File: config.mk
export PLATFORM = sky130hd
export DESIGN_NAME = objproto_device_flat
export DESIGN_NICKNAME = d
export VERILOG_FILES = /design/src/objproto_pkg.sv /design/src/objproto_if.sv /design/src/msg_fifo.sv /design/src/objproto_device.sv /design/src/flat_wrapper.sv
export SDC_FILE = /design/constraint.sdc
export NUM_CORES = 1
export LEC_CHECK = 0
export BUFFER_PORTS_ARGS = -buffer_cell sky130_fd_sc_hd__buf_2
export CAP_MARGIN = 10
export CORE_MARGIN = 4
export CORE_UTILIZATION = 40
export DETAILED_ROUTE_END_ITERATION = 10
export GPL_ROUTABILITY_DRIVEN = 0
export PLACE_DENSITY = 0.63
export SLEW_MARGIN = 20
export SYNTH_ARGS = -nofsm -noshare
export SYNTH_HDL_FRONTEND = slang
export SYNTH_SLANG_ARGS = --single-unit
File: constraint.sdc
create_clock -name mclk -period 3.5 [get_ports mclk]
set_input_delay 0.7 -clock mclk [delete_from_list [all_inputs] [get_ports mclk]]
set_output_delay 0.7 -clock mclk [all_outputs]
set_load 0.01 [all_outputs]
File: src/objproto_pkg.sv
// Package: object protocol constants shared by device and host ends.
// Assumes a single 20 MHz clock and a synchronous active-high reset.
package objproto_pkg;

  // ********************************************************************
  // Object addresses on the link
  // ********************************************************************
  localparam logic [3:0] OBJ_MSG   = 4'h5;  // message_queue_object
  localparam logic [3:0] OBJ_CMD   = 4'h6;  // command_object
  localparam logic [3:0] OBJ_POWER = 4'h7;  // power_config_object
  localparam logic [3:0] OBJ_TEST  = 4'ha;  // self_test_control_object
  localparam logic [3:0] OBJ_GPIO  = 4'hb;  // gpio_config_object
  localparam logic [3:0] OBJ_DIAG  = 4'hc;  // diagnostic_readout_object
  localparam logic [3:0] OBJ_TOUCH = 4'hd;  // touchscreen_object

  // ********************************************************************
  // Field positions inside an object (field 0 is control)
  // ********************************************************************
  localparam logic [1:0] FLD_CTRL       = 2'h0;
  localparam logic [1:0] FLD_ARG0       = 2'h1;
  localparam logic [1:0] FLD_ARG1       = 2'h2;
  localparam int         CTRL_EN        = 0;   // Object enable bit
  localparam int         CTRL_REPORT_EN = 1;   // report_enable_bit
  localparam logic [7:0] FIELD_RST      = 8'h00;

  // ********************************************************************
  // Commands written into the command object
  // ********************************************************************
  localparam logic [7:0] CMD_NONE      = 8'h00;
  localparam logic [7:0] CMD_SAVE_NV   = 8'h01;
  localparam logic [7:0] CMD_DEBUG_ON  = 8'h02;
  localparam logic [7:0] CMD_DEBUG_OFF = 8'h03;
  localparam logic [7:0] CMD_SELFTEST  = 8'h04;

  // ********************************************************************
  // Message report identifiers (RPT_NV_DONE low nibble = source object)
  // ********************************************************************
  localparam logic [7:0] RPT_NONE     = 8'hff;
  localparam logic [7:0] RPT_NV_DONE  = 8'h10;  // OR'd with object id
  localparam logic [7:0] RPT_TEST_OK  = 8'h20;
  localparam logic [7:0] RPT_TEST_BAD = 8'h30;

  // ********************************************************************
  // Timing and sizes
  // ********************************************************************
  localparam int         CLK_MHZ      = 20;
  localparam int         NV_WRITE_US  = 10;
  localparam int         NV_CYC       = NV_WRITE_US * CLK_MHZ;
  localparam int         MSGQ_DEPTH   = 4;
  localparam logic [7:0] PERIOD_TICK  = 8'h10;  // Cycles per interval unit
  localparam int         SAVE_LIMIT   = 10000;

endpackage : objproto_pkg

File: src/objproto_if.sv
// Interface: object link between the host end and the device end.
// Assumes both ends share mclk; the host drives reset_n of the device.
`timescale 1ns/100ps
`default_nettype none
interface objproto_if (
  input wire logic mclk
);
  logic       wr_stb;          // Host writes one object field
  logic       rd_stb;          // Host reads one object field
  logic [3:0] obj;
  logic [1:0] fld;
  logic [7:0] wdata;
  logic [7:0] rdata;           // Valid the cycle after rd_stb
  logic       message_pending_n;
  logic       dev_reset_n;     // Host-driven device reset pin

  modport device (input wr_stb, rd_stb, obj, fld, wdata, dev_reset_n,
                  output rdata, message_pending_n);
  modport host   (output wr_stb, rd_stb, obj, fld, wdata, dev_reset_n,
                  input rdata, message_pending_n);
endinterface : objproto_if
`default_nettype wire

File: src/msg_fifo.sv
// Message queue storage: small flip-flop FIFO of report identifiers.
// Assumes push and pop come from the same clock; push when full is dropped.
`timescale 1ns/100ps
`default_nettype none
module msg_fifo
  import objproto_pkg::*;
(
  input  wire logic       mclk,
  input  wire logic       sys_rst,
  input  wire logic       push,
  input  wire logic [7:0] push_id,
  input  wire logic       pop,
  output logic [7:0]      head_id,
  output logic            empty
);
  typedef struct packed {
    logic [MSGQ_DEPTH-1:0][7:0] mem;
    logic [1:0]                 wp;
    logic [1:0]                 rp;
    logic [2:0]                 cnt;
  } fifo_t;
  fifo_t s_q, s_d;

  // ********************************************************************
  // Next state
  // ********************************************************************
  always_comb begin
    s_d = s_q;
    if (pop && s_q.cnt != 3'h0) begin
      s_d.rp  = s_q.rp + 2'h1;
      s_d.cnt = s_d.cnt - 3'h1;
    end
    if (push && s_q.cnt != 3'(MSGQ_DEPTH)) begin
      s_d.mem[s_q.wp] = push_id;
      s_d.wp  = s_q.wp + 2'h1;
      s_d.cnt = s_d.cnt + 3'h1;
    end
  end

  always_ff @(posedge mclk) begin
    if (sys_rst) begin
      s_q <= '0;
    end else begin
      s_q <= s_d;
    end
  end

  assign head_id = (s_q.cnt == 3'h0) ? RPT_NONE : s_q.mem[s_q.rp];
  assign empty   = (s_q.cnt == 3'h0);
endmodule : msg_fifo
`default_nettype wire

File: src/objproto_device.sv
// Device end: object store, command interpreter, message queue, debug
// port enable, self-test sequencer. Host reaches it over objproto_if.
`timescale 1ns/100ps
`default_nettype none
module objproto_device
  import objproto_pkg::*;
(
  input  wire logic       mclk,
  input  wire logic       sys_rst,
  objproto_if.device      link,
  input  wire logic [2:0] fault_in,       // Power, pin, limit faults
  input  wire logic [7:0] diag_data,      // Raw debug sample
  output logic            debug_active,   // Debug serial port on
  output logic            pins_alt_en,    // Alternate pin function
  output logic            test_gpio,      // Self-test fail on GPIO
  output logic            touch_enabled,
  output logic [7:0]      idle_acquisition_interval,
  output logic [7:0]      active_acquisition_interval
);
  typedef enum logic [1:0] {
    ST_IDLE = 2'b00,
    ST_NV   = 2'b01,
    ST_TEST = 2'b10
  } dev_state_t;

  typedef struct packed {
    dev_state_t       st;
    logic [3:0]       nv_obj;
    logic [15:0]      timer;
    logic [15:0]      period_cnt;
    logic             boot_test_pend;
    logic             debug_on;
    logic             gpio_fail;
    logic [7:0]       rdata;
    logic [6:0][2:0][7:0] obj_f;   // Objects 7..13 x fields 0..2
  } dev_t;
  dev_t s_q, s_d;

  logic        rst_all;
  logic        push;
  logic [7:0]  push_id;
  logic        pop;
  logic [7:0]  head_id;
  logic        q_empty;
  logic [15:0] period_len;   // Periodic test period in cycles

  function automatic logic [2:0] oidx(input logic [3:0] o);
    oidx = 3'(o - OBJ_POWER);
  endfunction

  assign rst_all = sys_rst || !link.dev_reset_n;

  // Periodic test period: interval field times the tick length
  assign period_len = 16'(s_q.obj_f[oidx(OBJ_TEST)][FLD_ARG1]) *
                      16'(PERIOD_TICK);

  // ********************************************************************
  // Message queue
  // ********************************************************************
  msg_fifo u_q (
    .mclk    (mclk),
    .sys_rst (rst_all),
    .push    (push),
    .push_id (push_id),
    .pop     (pop),
    .head_id (head_id),
    .empty   (q_empty)
  );

  // ********************************************************************
  // Command interpretation, object writes, self-test sequencing
  // ********************************************************************
  always_comb begin
    s_d     = s_q;
    push    = 1'b0;
    push_id = RPT_NONE;
    pop     = 1'b0;
    // Field writes land in the object store; command object is special
    // Field 3 does not exist; a write to it is dropped
    if (link.wr_stb && link.obj >= OBJ_POWER && link.obj <= OBJ_TOUCH &&
        link.fld != 2'h3) begin
      s_d.obj_f[oidx(link.obj)][link.fld] = link.wdata;
    end
    // Reading the queue object pops one message
    if (link.rd_stb) begin
      case (link.obj)
        OBJ_MSG: begin
          s_d.rdata = head_id;
          pop       = 1'b1;
        end
        OBJ_DIAG: s_d.rdata = diag_data;
        OBJ_CMD:  s_d.rdata = {6'h00, s_q.st};
        default: begin
          if (link.obj >= OBJ_POWER && link.obj <= OBJ_TOUCH &&
              link.fld != 2'h3) begin
            s_d.rdata = s_q.obj_f[oidx(link.obj)][link.fld];
          end else begin
            s_d.rdata = 8'h00;
          end
        end
      endcase
    end
    // Periodic test interval counter; zero interval means off. It only
    // runs while idle, so a save or a test in progress stretches the
    // period rather than queueing a test behind it
    if (s_q.obj_f[oidx(OBJ_TEST)][FLD_ARG1] == FIELD_RST) begin
      s_d.period_cnt = 16'h0000;
    end else if (s_q.st == ST_IDLE) begin
      s_d.period_cnt = s_q.period_cnt + 16'h0001;
    end
    // Commands that arrive while a save or a test runs are dropped
    case (s_q.st)
      ST_IDLE: begin
        if (link.wr_stb && link.obj == OBJ_CMD) begin
          case (link.wdata)
            CMD_SAVE_NV: begin
              s_d.st     = ST_NV;
              s_d.nv_obj = link.fld == FLD_CTRL ? OBJ_CMD : link.obj;
              s_d.timer  = 16'(NV_CYC);
            end
            CMD_DEBUG_ON:  s_d.debug_on = 1'b1;
            CMD_DEBUG_OFF: s_d.debug_on = 1'b0;
            CMD_SELFTEST:  s_d.st       = ST_TEST;
            default: ;
          endcase
        end else if (s_q.boot_test_pend) begin
          s_d.boot_test_pend = 1'b0;
          s_d.st             = ST_TEST;
        end else if (s_q.period_cnt != 16'h0000 &&
                     s_q.period_cnt >= period_len) begin
          s_d.period_cnt = 16'h0000;
          s_d.st       = ST_TEST;
        end
      end
      ST_NV: begin
        if (s_q.timer == 16'h0001) begin
          s_d.st = ST_IDLE;
          if (s_q.obj_f[oidx(OBJ_TEST)][FLD_CTRL][CTRL_REPORT_EN]) begin
            push    = 1'b1;
            push_id = RPT_NV_DONE | {4'h0, s_q.nv_obj};
          end
        end else begin
          s_d.timer = s_q.timer - 16'h0001;
        end
      end
      ST_TEST: begin
        s_d.st = ST_IDLE;
        // Selected groups in ARG0 bits 2:0; enable bit gates all of it
        if (s_q.obj_f[oidx(OBJ_TEST)][FLD_CTRL][CTRL_EN]) begin
          s_d.gpio_fail = |(fault_in &
                           s_q.obj_f[oidx(OBJ_TEST)][FLD_ARG0][2:0]);
          if (s_q.obj_f[oidx(OBJ_TEST)][FLD_CTRL][CTRL_REPORT_EN]) begin
            push    = 1'b1;
            push_id = s_d.gpio_fail ? RPT_TEST_BAD : RPT_TEST_OK;
          end
        end
      end
      default: s_d.st = ST_IDLE;
    endcase
  end

  // ********************************************************************
  // State register
  // ********************************************************************
  always_ff @(posedge mclk) begin
    if (rst_all) begin
      s_q                <= '0;
      s_q.boot_test_pend <= 1'b1;    // Power-on test runs after reset
    end else begin
      s_q <= s_d;
    end
  end

  // ********************************************************************
  // Outputs
  // ********************************************************************
  assign link.rdata             = s_q.rdata;
  assign link.message_pending_n = q_empty;
  assign debug_active           = s_q.debug_on;
  assign pins_alt_en            = !s_q.debug_on;
  assign test_gpio = s_q.gpio_fail &&
                     s_q.obj_f[oidx(OBJ_GPIO)][FLD_CTRL][CTRL_EN];
  assign touch_enabled = s_q.obj_f[oidx(OBJ_TOUCH)][FLD_CTRL][CTRL_EN];
  assign idle_acquisition_interval   = s_q.obj_f[oidx(OBJ_POWER)][FLD_ARG0];
  assign active_acquisition_interval = s_q.obj_f[oidx(OBJ_POWER)][FLD_ARG1];
endmodule : objproto_device
`default_nettype wire

File: src/flat_wrapper.sv
// flat-port wrapper written by rule: the top's interface ports become plain ports
module objproto_device_flat import objproto_pkg::*;
  (mclk, sys_rst, fault_in, diag_data, debug_active, pins_alt_en, test_gpio, touch_enabled, idle_acquisition_interval, active_acquisition_interval, link_wr_stb, link_rd_stb, link_obj, link_fld, link_wdata, link_dev_reset_n, link_rdata, link_message_pending_n);
  objproto_if link_i (.mclk(mclk));
  input  wire logic mclk;
  input  wire logic sys_rst;
  input  wire logic [2:0] fault_in;
  input  wire logic [7:0] diag_data;
  output logic debug_active;
  output logic pins_alt_en;
  output logic test_gpio;
  output logic touch_enabled;
  output logic [7:0] idle_acquisition_interval;
  output logic [7:0] active_acquisition_interval;
  input wire logic [$bits(link_i.wr_stb)-1:0] link_wr_stb;
  input wire logic [$bits(link_i.rd_stb)-1:0] link_rd_stb;
  input wire logic [$bits(link_i.obj)-1:0] link_obj;
  input wire logic [$bits(link_i.fld)-1:0] link_fld;
  input wire logic [$bits(link_i.wdata)-1:0] link_wdata;
  input wire logic [$bits(link_i.dev_reset_n)-1:0] link_dev_reset_n;
  output wire logic [$bits(link_i.rdata)-1:0] link_rdata;
  output wire logic [$bits(link_i.message_pending_n)-1:0] link_message_pending_n;
  assign link_i.wr_stb = link_wr_stb;
  assign link_i.rd_stb = link_rd_stb;
  assign link_i.obj = link_obj;
  assign link_i.fld = link_fld;
  assign link_i.wdata = link_wdata;
  assign link_i.dev_reset_n = link_dev_reset_n;
  assign link_rdata = link_i.rdata;
  assign link_message_pending_n = link_i.message_pending_n;
  objproto_device u_core (.mclk(mclk), .sys_rst(sys_rst), .link(link_i), .fault_in(fault_in), .diag_data(diag_data), .debug_active(debug_active), .pins_alt_en(pins_alt_en), .test_gpio(test_gpio), .touch_enabled(touch_enabled), .idle_acquisition_interval(idle_acquisition_interval), .active_acquisition_interval(active_acquisition_interval));
endmodule
==> results of run 1 <==
## through the flow
step | worst slack, ns | cell area (sq um) | std cells | util, %
2_1_floorplan | 0.0171 | 12300 | 1371 | -
3_3_place_gp | 0.152 | 13100 | 1768 | 43.6
3_5_place_dp | 0.160 | 13100 | 1768 | 43.6
4_1_cts | 0.700 | 14000 | 1819 | 46.7
5_1_grt | 0.541 | 14000 | 1819 | 46.7
6_report | 0.538 | 14000 | 1820 | 46.7
## registers in the layout, indices dropped and copies added (netlist names)
signal	count
u_core.s_q	191
u_core.u_q.s_q	35
u_core.active_acquisition_interval	8
u_core.idle_acquisition_interval	8
u_core.link.rdata	8
u_core.debug_active	1
u_core.touch_enabled	1
## report_power, final
part / switching, mW / internal [mW] / total [mW]
clock network: 1.21 / 1.77 / 2.98
registers: 0.00717 / 2.88 / 2.88
logic: 0.328 / 0.135 / 0.463
total: 1.54 / 4.78 / 6.33
## logic make-up after synthesis
kind of cell | Yosys count
simple gates | 463
fa+ha+maj | 27
mux | 198
compound gates | 248
xor+xnor | 38
buf+inv | 145
flops | 252
## layer usage
metal  share of wire [%]  track usage [%]  up-vias
met5                   0                0        -
met4                 4.5             8.73        0
met3                 6.2             3.64       88
met2                  45             32.9      336
met1                  44             28.0     4922
li1                    -                -     4875
## path summary, 6_finish.rpt
kind	from	to	slack, ns	cells after the start
setup / recovery	link_obj[1]	u_core.link.rdata[3]	0.54	9
hold / removal	u_core.u_q.s_q[28]	u_core.u_q.s_q[28]	0.46	2
setup reg to reg	u_core.s_q[201]	u_core.u_q.s_q[33]	0.68	6
hold reg to reg	u_core.u_q.s_q[28]	u_core.u_q.s_q[28]	0.46	2
## layout by cell type (no fill, tap or decap), types with 14 or more instances in the layout
master     count
ha_1          27
clkbuf_16     29
mux2i_1      176
nor2_2        14
buf_4         59
o21ai_0       66
nor2_1       215
dfxtp_1      252
nand2_1      114
a21oi_1       79
xor2_1        24
inv_1         29
buf_2         58
a211oi_1      18
nand3_1       28
## layout make-up
cell class | instances | area [sq um] | area share, %
Multi-Input combinational cell | 974 | 6620 | 47.3
Sequential cell | 252 | 5040 | 36.0
Clock buffer | 43 | 828 | 5.91
Timing Repair Buffer | 121 | 813 | 5.80
Tap cell | 390 | 488 | 3.48
Inverter | 31 | 116 | 0.830
Clock inverter | 8 | 100 | 0.714
Antenna cell | 1 | 2.50 | 0.0179
## worst max-delay path: stages
cell and delay [ns]:
buf_2 0.14, ha_1 0.34, xor2_4 0.30, buf_12 0.27
nor2_1 0.25, o2bb2ai_1 0.22, a222oi_1 0.78, nand4b_1 0.19
o2111a_1 0.18
==> impl_metrics.xml, run 1 <==
<?xml version="1.0" encoding="UTF-8"?>
<metrics>
  <group name="clocking">
    <metric name="cts_root_buf" unit="">clkbuf_16</metric>
    <metric name="clock-sinks" unit="">252</metric>
    <metric name="tritoncts" unit="">built</metric>
    <metric name="cts.hold.buffers_added" unit="">0</metric>
    <metric name="cts_setup_buffers" unit="">0</metric>
    <metric name="htreeDepth" unit="">1</metric>
    <metric name="clk_pin_slew_worst_paths" unit="ns">0.06</metric>
    <metric name="clockBufferDepth" unit="">3</metric>
    <metric name="cts_resized" unit="">0</metric>
    <metric name="insertion_delay" unit="ns">0.56</metric>
    <metric name="cts_inserted_buffers" unit="">29</metric>
  </group>
  <group name="status">
    <metric name="outcome" unit="">finished, final reports clean</metric>
  </group>
  <group name="power_and_ir_drop">
    <metric name="leakage" unit="nW">4.73</metric>
    <metric name="power.density" unit="nW/um^2">451</metric>
    <metric name="design_power_total" unit="mW">6.33</metric>
    <metric name="ir_drop" unit="V">0.000319</metric>
  </group>
  <group name="finish">
    <metric name="drive_above_1_share" unit="%">15.9</metric>
    <metric name="n_fill_cell" unit="">2836</metric>
    <metric name="area_delta_synth_final" unit="%">13.8</metric>
    <metric name="nets" unit="">1466</metric>
  </group>
  <group name="timing">
    <metric name="totalNegativeSetupSlack" unit="ns">0</metric>
    <metric name="report.final.setup_viol" unit="">0</metric>
    <metric name="worst_hold_slack" unit="ns">0.457</metric>
    <metric name="max_freq" unit="MHz">338</metric>
    <metric name="period_needed" unit="ns">2.96</metric>
    <metric name="fin_worst_skew" unit="ns">0.0247</metric>
    <metric name="rsz0062_at_grt" unit="">no</metric>
    <metric name="maxSlewHeadroom" unit="%">44.2</metric>
    <metric name="period_share" unit="%">84.6</metric>
    <metric name="final_max_slew_viol_count" unit="">0</metric>
    <metric name="hold_viol" unit="">0</metric>
    <metric name="worst_slew_pin_slew" unit="ns">0.837</metric>
  </group>
  <group name="logic_synthesis">
    <metric name="synth.top_cells.by_count" unit="">dfxtp_1 (252), nor2_1 (215), mux2i_1 (176)</metric>
    <metric name="synth_top_cell_area_share" unit="%">41.0</metric>
    <metric name="synth_sequential_area_ratio" unit="%">41.0</metric>
    <metric name="edff_count_synth" unit="">0</metric>
    <metric name="synth-main-ff-cell" unit="">dfxtp_1</metric>
    <metric name="cell_taking_the_most_area_after_synthesis" unit="">dfxtp_1</metric>
    <metric name="synth_area_in_simple_gates" unit="%">17.4</metric>
    <metric name="syn-instance-count" unit="">1371</metric>
    <metric name="asyncSetResetFlopFracSynth" unit="%">0</metric>
    <metric name="yosys-mux-area-fraction" unit="%">17.4</metric>
    <metric name="post_synthesis_mean_instance_area" unit="sq um">8.98</metric>
    <metric name="syn-cell-area" unit="sq um">12300</metric>
    <metric name="synth-seq-cells" unit="">252</metric>
    <metric name="syn-num-nets" unit="">1428</metric>
    <metric name="synth.distinct_cells" unit="">74</metric>
    <metric name="yosys.area_share.xor_xnor" unit="%">2.76</metric>
    <metric name="post_synth_fa_ha_maj_area_fraction" unit="%">2.74</metric>
    <metric name="synth.most_common_cell" unit="">dfxtp_1</metric>
    <metric name="compound_gate_fraction_of_synth_area" unit="%">13.2</metric>
    <metric name="yosysWarningCount" unit="">0</metric>
    <metric name="synth_top_family_by_area" unit="">multiplexers</metric>
    <metric name="netlist_top_cells_area" unit="">dfxtp_1 (41%), mux2i_1 (14%), nor2_1 (6.6%)</metric>
  </group>
  <group name="detailed_routing">
    <metric name="vias" unit="">10221</metric>
    <metric name="wire_per_inst" unit="um">19.7</metric>
    <metric name="drc" unit="">0</metric>
    <metric name="detailedRoute.firstPassIterationCount" unit="">6</metric>
    <metric name="detail_route.vias_per_cell" unit="">5.62</metric>
    <metric name="drt.antenna.violating_nets" unit="">0</metric>
    <metric name="drt_wl_total" unit="um">35800</metric>
    <metric name="first_iter_violations" unit="">943</metric>
  </group>
  <group name="worst_setup_path">
    <metric name="crit_fanout" unit="">33</metric>
    <metric name="arrival_time_at_the_worst_endpoint" unit="ns">3.41</metric>
    <metric name="timing_worst_setup_path_type" unit="">primary input to flip-flop</metric>
    <metric name="cp_data_required_time" unit="ns">3.95</metric>
    <metric name="crit_path_end_kind" unit="">flip-flop</metric>
    <metric name="setup.worst_path.start_class" unit="">primary input</metric>
  </group>
  <group name="placement">
    <metric name="port_buffers" unit="">58</metric>
    <metric name="dpl.hpwl" unit="um">24400</metric>
  </group>
  <group name="grt">
    <metric name="initial_antenna_violation_count" unit="">0</metric>
    <metric name="grt_overflow" unit="">0</metric>
    <metric name="grt_pass1_vias" unit="">9962</metric>
    <metric name="maximum_number_of_pins_on_one_net_before_global_route_repair" unit="">112</metric>
    <metric name="wire_length_of_the_first_global_routing_pass" unit="um">56200</metric>
    <metric name="global_route.usage.total" unit="%">20.7</metric>
  </group>
  <group name="floorplanning">
    <metric name="area_of_the_die" unit="sq um">33700</metric>
    <metric name="die_span_in_y" unit="um">183</metric>
    <metric name="num_rows" unit="">63</metric>
    <metric name="top_level_ports" unit="">59</metric>
    <metric name="coreArea" unit="sq um">30000</metric>
    <metric name="effective_utilization_at_floorplan" unit="%">41.0</metric>
    <metric name="fp.dieW" unit="um">183</metric>
  </group>
  <group name="min_path">
    <metric name="hold_path_class" unit="">flip-flop to flip-flop</metric>
  </group>
  <group name="flow_run">
    <metric name="max-cap-violations" unit="">0</metric>
  </group>
</metrics>
(Power assumes the default switching activity.)
==> run 2: changes to the inputs <==
- ABC_AREA: unset -> 1
- clock period: 3.5 -> 2.59 ns (I/O delays scaled with it)
==> impl_metrics.xml, run 2 <==
<?xml version="1.0" encoding="UTF-8"?>
<metrics>
  <group name="status">
    <metric name="outcome" unit="">finished, final reports clean</metric>
  </group>
  <group name="worst_setup_path">
    <metric name="crit_path_top_delay_cell" unit="">dfxtp_1</metric>
    <metric name="crit_fanout" unit="">5</metric>
    <metric name="timing_worst_setup_path_type" unit="">flip-flop to flip-flop</metric>
    <metric name="setup.worst_path.start_class" unit="">flip-flop</metric>
    <metric name="r2r_cells" unit="">11</metric>
    <metric name="cp_cell_sequence" unit="">inv_1 &gt; ha_1 &gt; inv_1 &gt; nor2_1 &gt; clkinv_1 &gt; nand3_1 &gt; xor2_1 &gt; inv_1 &gt; ha_1 &gt; nand3_1 &gt; a21oi_1</metric>
    <metric name="crit_path_end_kind" unit="">flip-flop</metric>
    <metric name="critical_path.most_common_cell" unit="">inv_1</metric>
    <metric name="arrival_time_at_the_worst_endpoint" unit="ns">2.60</metric>
    <metric name="cp_data_required_time" unit="ns">3.07</metric>
    <metric name="max_stage_delay" unit="ns">0.31</metric>
  </group>
  <group name="logic_synthesis">
    <metric name="yosysWarningCount" unit="">0</metric>
    <metric name="synth.most_common_cell" unit="">nand2_1</metric>
    <metric name="synth_sequential_area_ratio" unit="%">39.9</metric>
    <metric name="syn-instance-count" unit="">1812</metric>
    <metric name="syn-cell-area" unit="sq um">12600</metric>
    <metric name="synth.distinct_cells" unit="">40</metric>
    <metric name="post_synthesis_mean_instance_area" unit="sq um">6.98</metric>
    <metric name="synth-main-ff-cell" unit="">dfxtp_1</metric>
    <metric name="synth_top_cell_area_share" unit="%">39.9</metric>
    <metric name="synth.top_cells.by_count" unit="">nand2_1 (413), a21oi_1 (261), dfxtp_1 (252)</metric>
    <metric name="edff_count_synth" unit="">0</metric>
    <metric name="synth-seq-cells" unit="">252</metric>
    <metric name="asyncSetResetFlopFracSynth" unit="%">0</metric>
    <metric name="cell_taking_the_most_area_after_synthesis" unit="">dfxtp_1</metric>
    <metric name="syn-num-nets" unit="">1869</metric>
    <metric name="netlist_top_cells_area" unit="">dfxtp_1 (40%), nand2_1 (12%), a21oi_1 (10%)</metric>
  </group>
  <group name="grt">
    <metric name="initial_antenna_violation_count" unit="">0</metric>
    <metric name="wire_length_of_the_first_global_routing_pass" unit="um">58100</metric>
    <metric name="grt_overflow" unit="">0</metric>
    <metric name="grt_pass1_vias" unit="">11098</metric>
    <metric name="maximum_number_of_pins_on_one_net_before_global_route_repair" unit="">133</metric>
    <metric name="global_route.usage.total" unit="%">20.6</metric>
  </group>
  <group name="clocking">
    <metric name="cts_inserted_buffers" unit="">29</metric>
    <metric name="clockBufferDepth" unit="">3</metric>
    <metric name="cts.hold.buffers_added" unit="">0</metric>
    <metric name="clock-sinks" unit="">252</metric>
    <metric name="clk_pin_slew_worst_paths" unit="ns">0.06</metric>
    <metric name="tritoncts" unit="">built</metric>
    <metric name="cts_resized" unit="">0</metric>
    <metric name="htreeDepth" unit="">1</metric>
    <metric name="insertion_delay" unit="ns">0.56</metric>
    <metric name="cts_setup_buffers" unit="">0</metric>
    <metric name="cts_root_buf" unit="">clkbuf_16</metric>
  </group>
  <group name="timing">
    <metric name="period_needed" unit="ns">2.13</metric>
    <metric name="period_share" unit="%">82.1</metric>
    <metric name="rsz0062_at_grt" unit="">no</metric>
    <metric name="hold_viol" unit="">0</metric>
    <metric name="maxSlewHeadroom" unit="%">57.3</metric>
    <metric name="report.final.setup_viol" unit="">0</metric>
    <metric name="totalNegativeSetupSlack" unit="ns">0</metric>
    <metric name="final_max_slew_viol_count" unit="">0</metric>
    <metric name="fin_worst_skew" unit="ns">0.0308</metric>
    <metric name="max_freq" unit="MHz">470</metric>
    <metric name="worst_slew_pin_slew" unit="ns">0.639</metric>
  </group>
  <group name="detailed_routing">
    <metric name="drt.antenna.violating_nets" unit="">0</metric>
    <metric name="first_iter_violations" unit="">914</metric>
    <metric name="vias" unit="">11852</metric>
    <metric name="drt_wl_total" unit="um">36000</metric>
    <metric name="wire_per_inst" unit="um">16.0</metric>
    <metric name="drc" unit="">0</metric>
    <metric name="detail_route.vias_per_cell" unit="">5.25</metric>
    <metric name="detailedRoute.firstPassIterationCount" unit="">6</metric>
  </group>
  <group name="finish">
    <metric name="antenna-diode-count" unit="">0</metric>
    <metric name="mostFrequentLayoutCells" unit="">nand2_1 (413), a21oi_1 (261), dfxtp_1 (252)</metric>
    <metric name="nets" unit="">1896</metric>
    <metric name="largest_register" unit="">u_core.s_q</metric>
    <metric name="final_common_cell" unit="">nand2_1</metric>
    <metric name="drive_above_1_share" unit="%">11.7</metric>
    <metric name="largest_register_ff_count" unit="">191</metric>
    <metric name="area_delta_synth_final" unit="%">13.6</metric>
    <metric name="largestRegisters" unit="">u_core.s_q x191, u_core.u_q.s_q x35</metric>
    <metric name="design_area" unit="sq um">14400</metric>
  </group>
  <group name="min_path">
    <metric name="hold_depth" unit="">3</metric>
    <metric name="hold_path_class" unit="">primary input to flip-flop</metric>
  </group>
  <group name="flow_run">
    <metric name="max-cap-violations" unit="">0</metric>
  </group>
  <group name="power_and_ir_drop">
    <metric name="ir_drop" unit="V">0.000450</metric>
    <metric name="leakage" unit="nW">5.79</metric>
    <metric name="power.density" unit="nW/um^2">590</metric>
  </group>
  <group name="floorplanning">
    <metric name="die_span_in_y" unit="um">186</metric>
    <metric name="coreArea" unit="sq um">30900</metric>
    <metric name="fp.dieW" unit="um">186</metric>
    <metric name="num_rows" unit="">64</metric>
    <metric name="effective_utilization_at_floorplan" unit="%">40.9</metric>
    <metric name="area_of_the_die" unit="sq um">34500</metric>
    <metric name="top_level_ports" unit="">59</metric>
  </group>
  <group name="placement">
    <metric name="port_buffers" unit="">58</metric>
    <metric name="post_dp_cell_area" unit="sq um">13400</metric>
    <metric name="dpl.hpwl" unit="um">24400</metric>
  </group>
</metrics>
-- run 2: logic make-up (layout without fill, tap and decap cells) --
family / count (synthesis) / count (layout) / share of synthesized area [%]
buffers and inverters: 277 / 326 / 9.80
AND/OR/NAND/NOR: 692 / 692 / 23.8
flip-flops: 252 / 252 / 39.9
AO/OA/AOI/OAI: 536 / 536 / 21.8
XOR/XNOR: 28 / 28 / 1.94
adder cells (fa/ha/maj): 27 / 27 / 2.67
-- run 2: layout make-up --
| type | count | area (sq um) |
|---|---|---|
| Multi-Input combinational cell | 1283 | 6370 |
| Inverter | 149 | 559 |
| Clock buffer | 43 | 828 |
| Clock inverter | 10 | 92.6 |
| Timing Repair Buffer | 124 | 976 |
| Sequential cell | 252 | 5040 |
| Fill cell | 3155 | 16500 |
| Tap cell | 396 | 495 |
-- run 2: path summary, 6_finish.rpt --
kind                            slack (ns)                 to              start
worst max register to register        0.46  u_core.u_q.s_q[1]  u_core.u_q.s_q[0]
worst min register to register        0.44    u_core.s_q[214]    u_core.s_q[214]
worst max-delay path                  0.46  u_core.u_q.s_q[1]  u_core.u_q.s_q[0]
worst min-delay path                  0.31    u_core.s_q[125]      link_wdata[5]
-- run 2: per-layer routing --
metal | track usage [%] | vias up | part of all wire (%)
met3 | 3.22 | 71 | 7.4
li1 | - | 5970 | -
met4 | 6.88 | 0 | 3.3
met2 | 32.9 | 381 | 44
met1 | 28.4 | 5430 | 45
met5 | 0 | - | 0
-- run 2: critical path, delay by kind of cell, from the launching register on --
family	cells	cell delay (ns)
AOI/OAI and AO/OA	1	0.16
xor gates and xnor gates	1	0.27
adders and majority gates	2	0.52
buffers and inverters	4	0.33
DFF	1	0.31
and+or+nand+nor	3	0.47
-- run 2: per-stage QoR --
stage / util, % / instances / setup WS (ns) / hold slack (ns) / power, mW
detailed placement: 43.5 / 2204 / 0.145 / 0.439 / 4.60
global placement: 43.5 / 2204 / 0.242 / 0.432 / 4.59
finish: 46.5 / 2257 / 0.464 / 0.313 / 8.48
global route: 46.5 / 2257 / 0.255 / 0.316 / 8.78
CTS: 46.5 / 2257 / 0.451 / 0.290 / 8.55
floorplan: - / 1812 / 0.0134 / 0.424 / 4.35
-- run 2: report_power, final --
part | internal [mW] | switching, mW | total (mW)
clock network | 2.31 | 1.65 | 3.96
logic | 0.170 | 0.445 | 0.615
registers | 3.89 | 0.0135 | 3.91
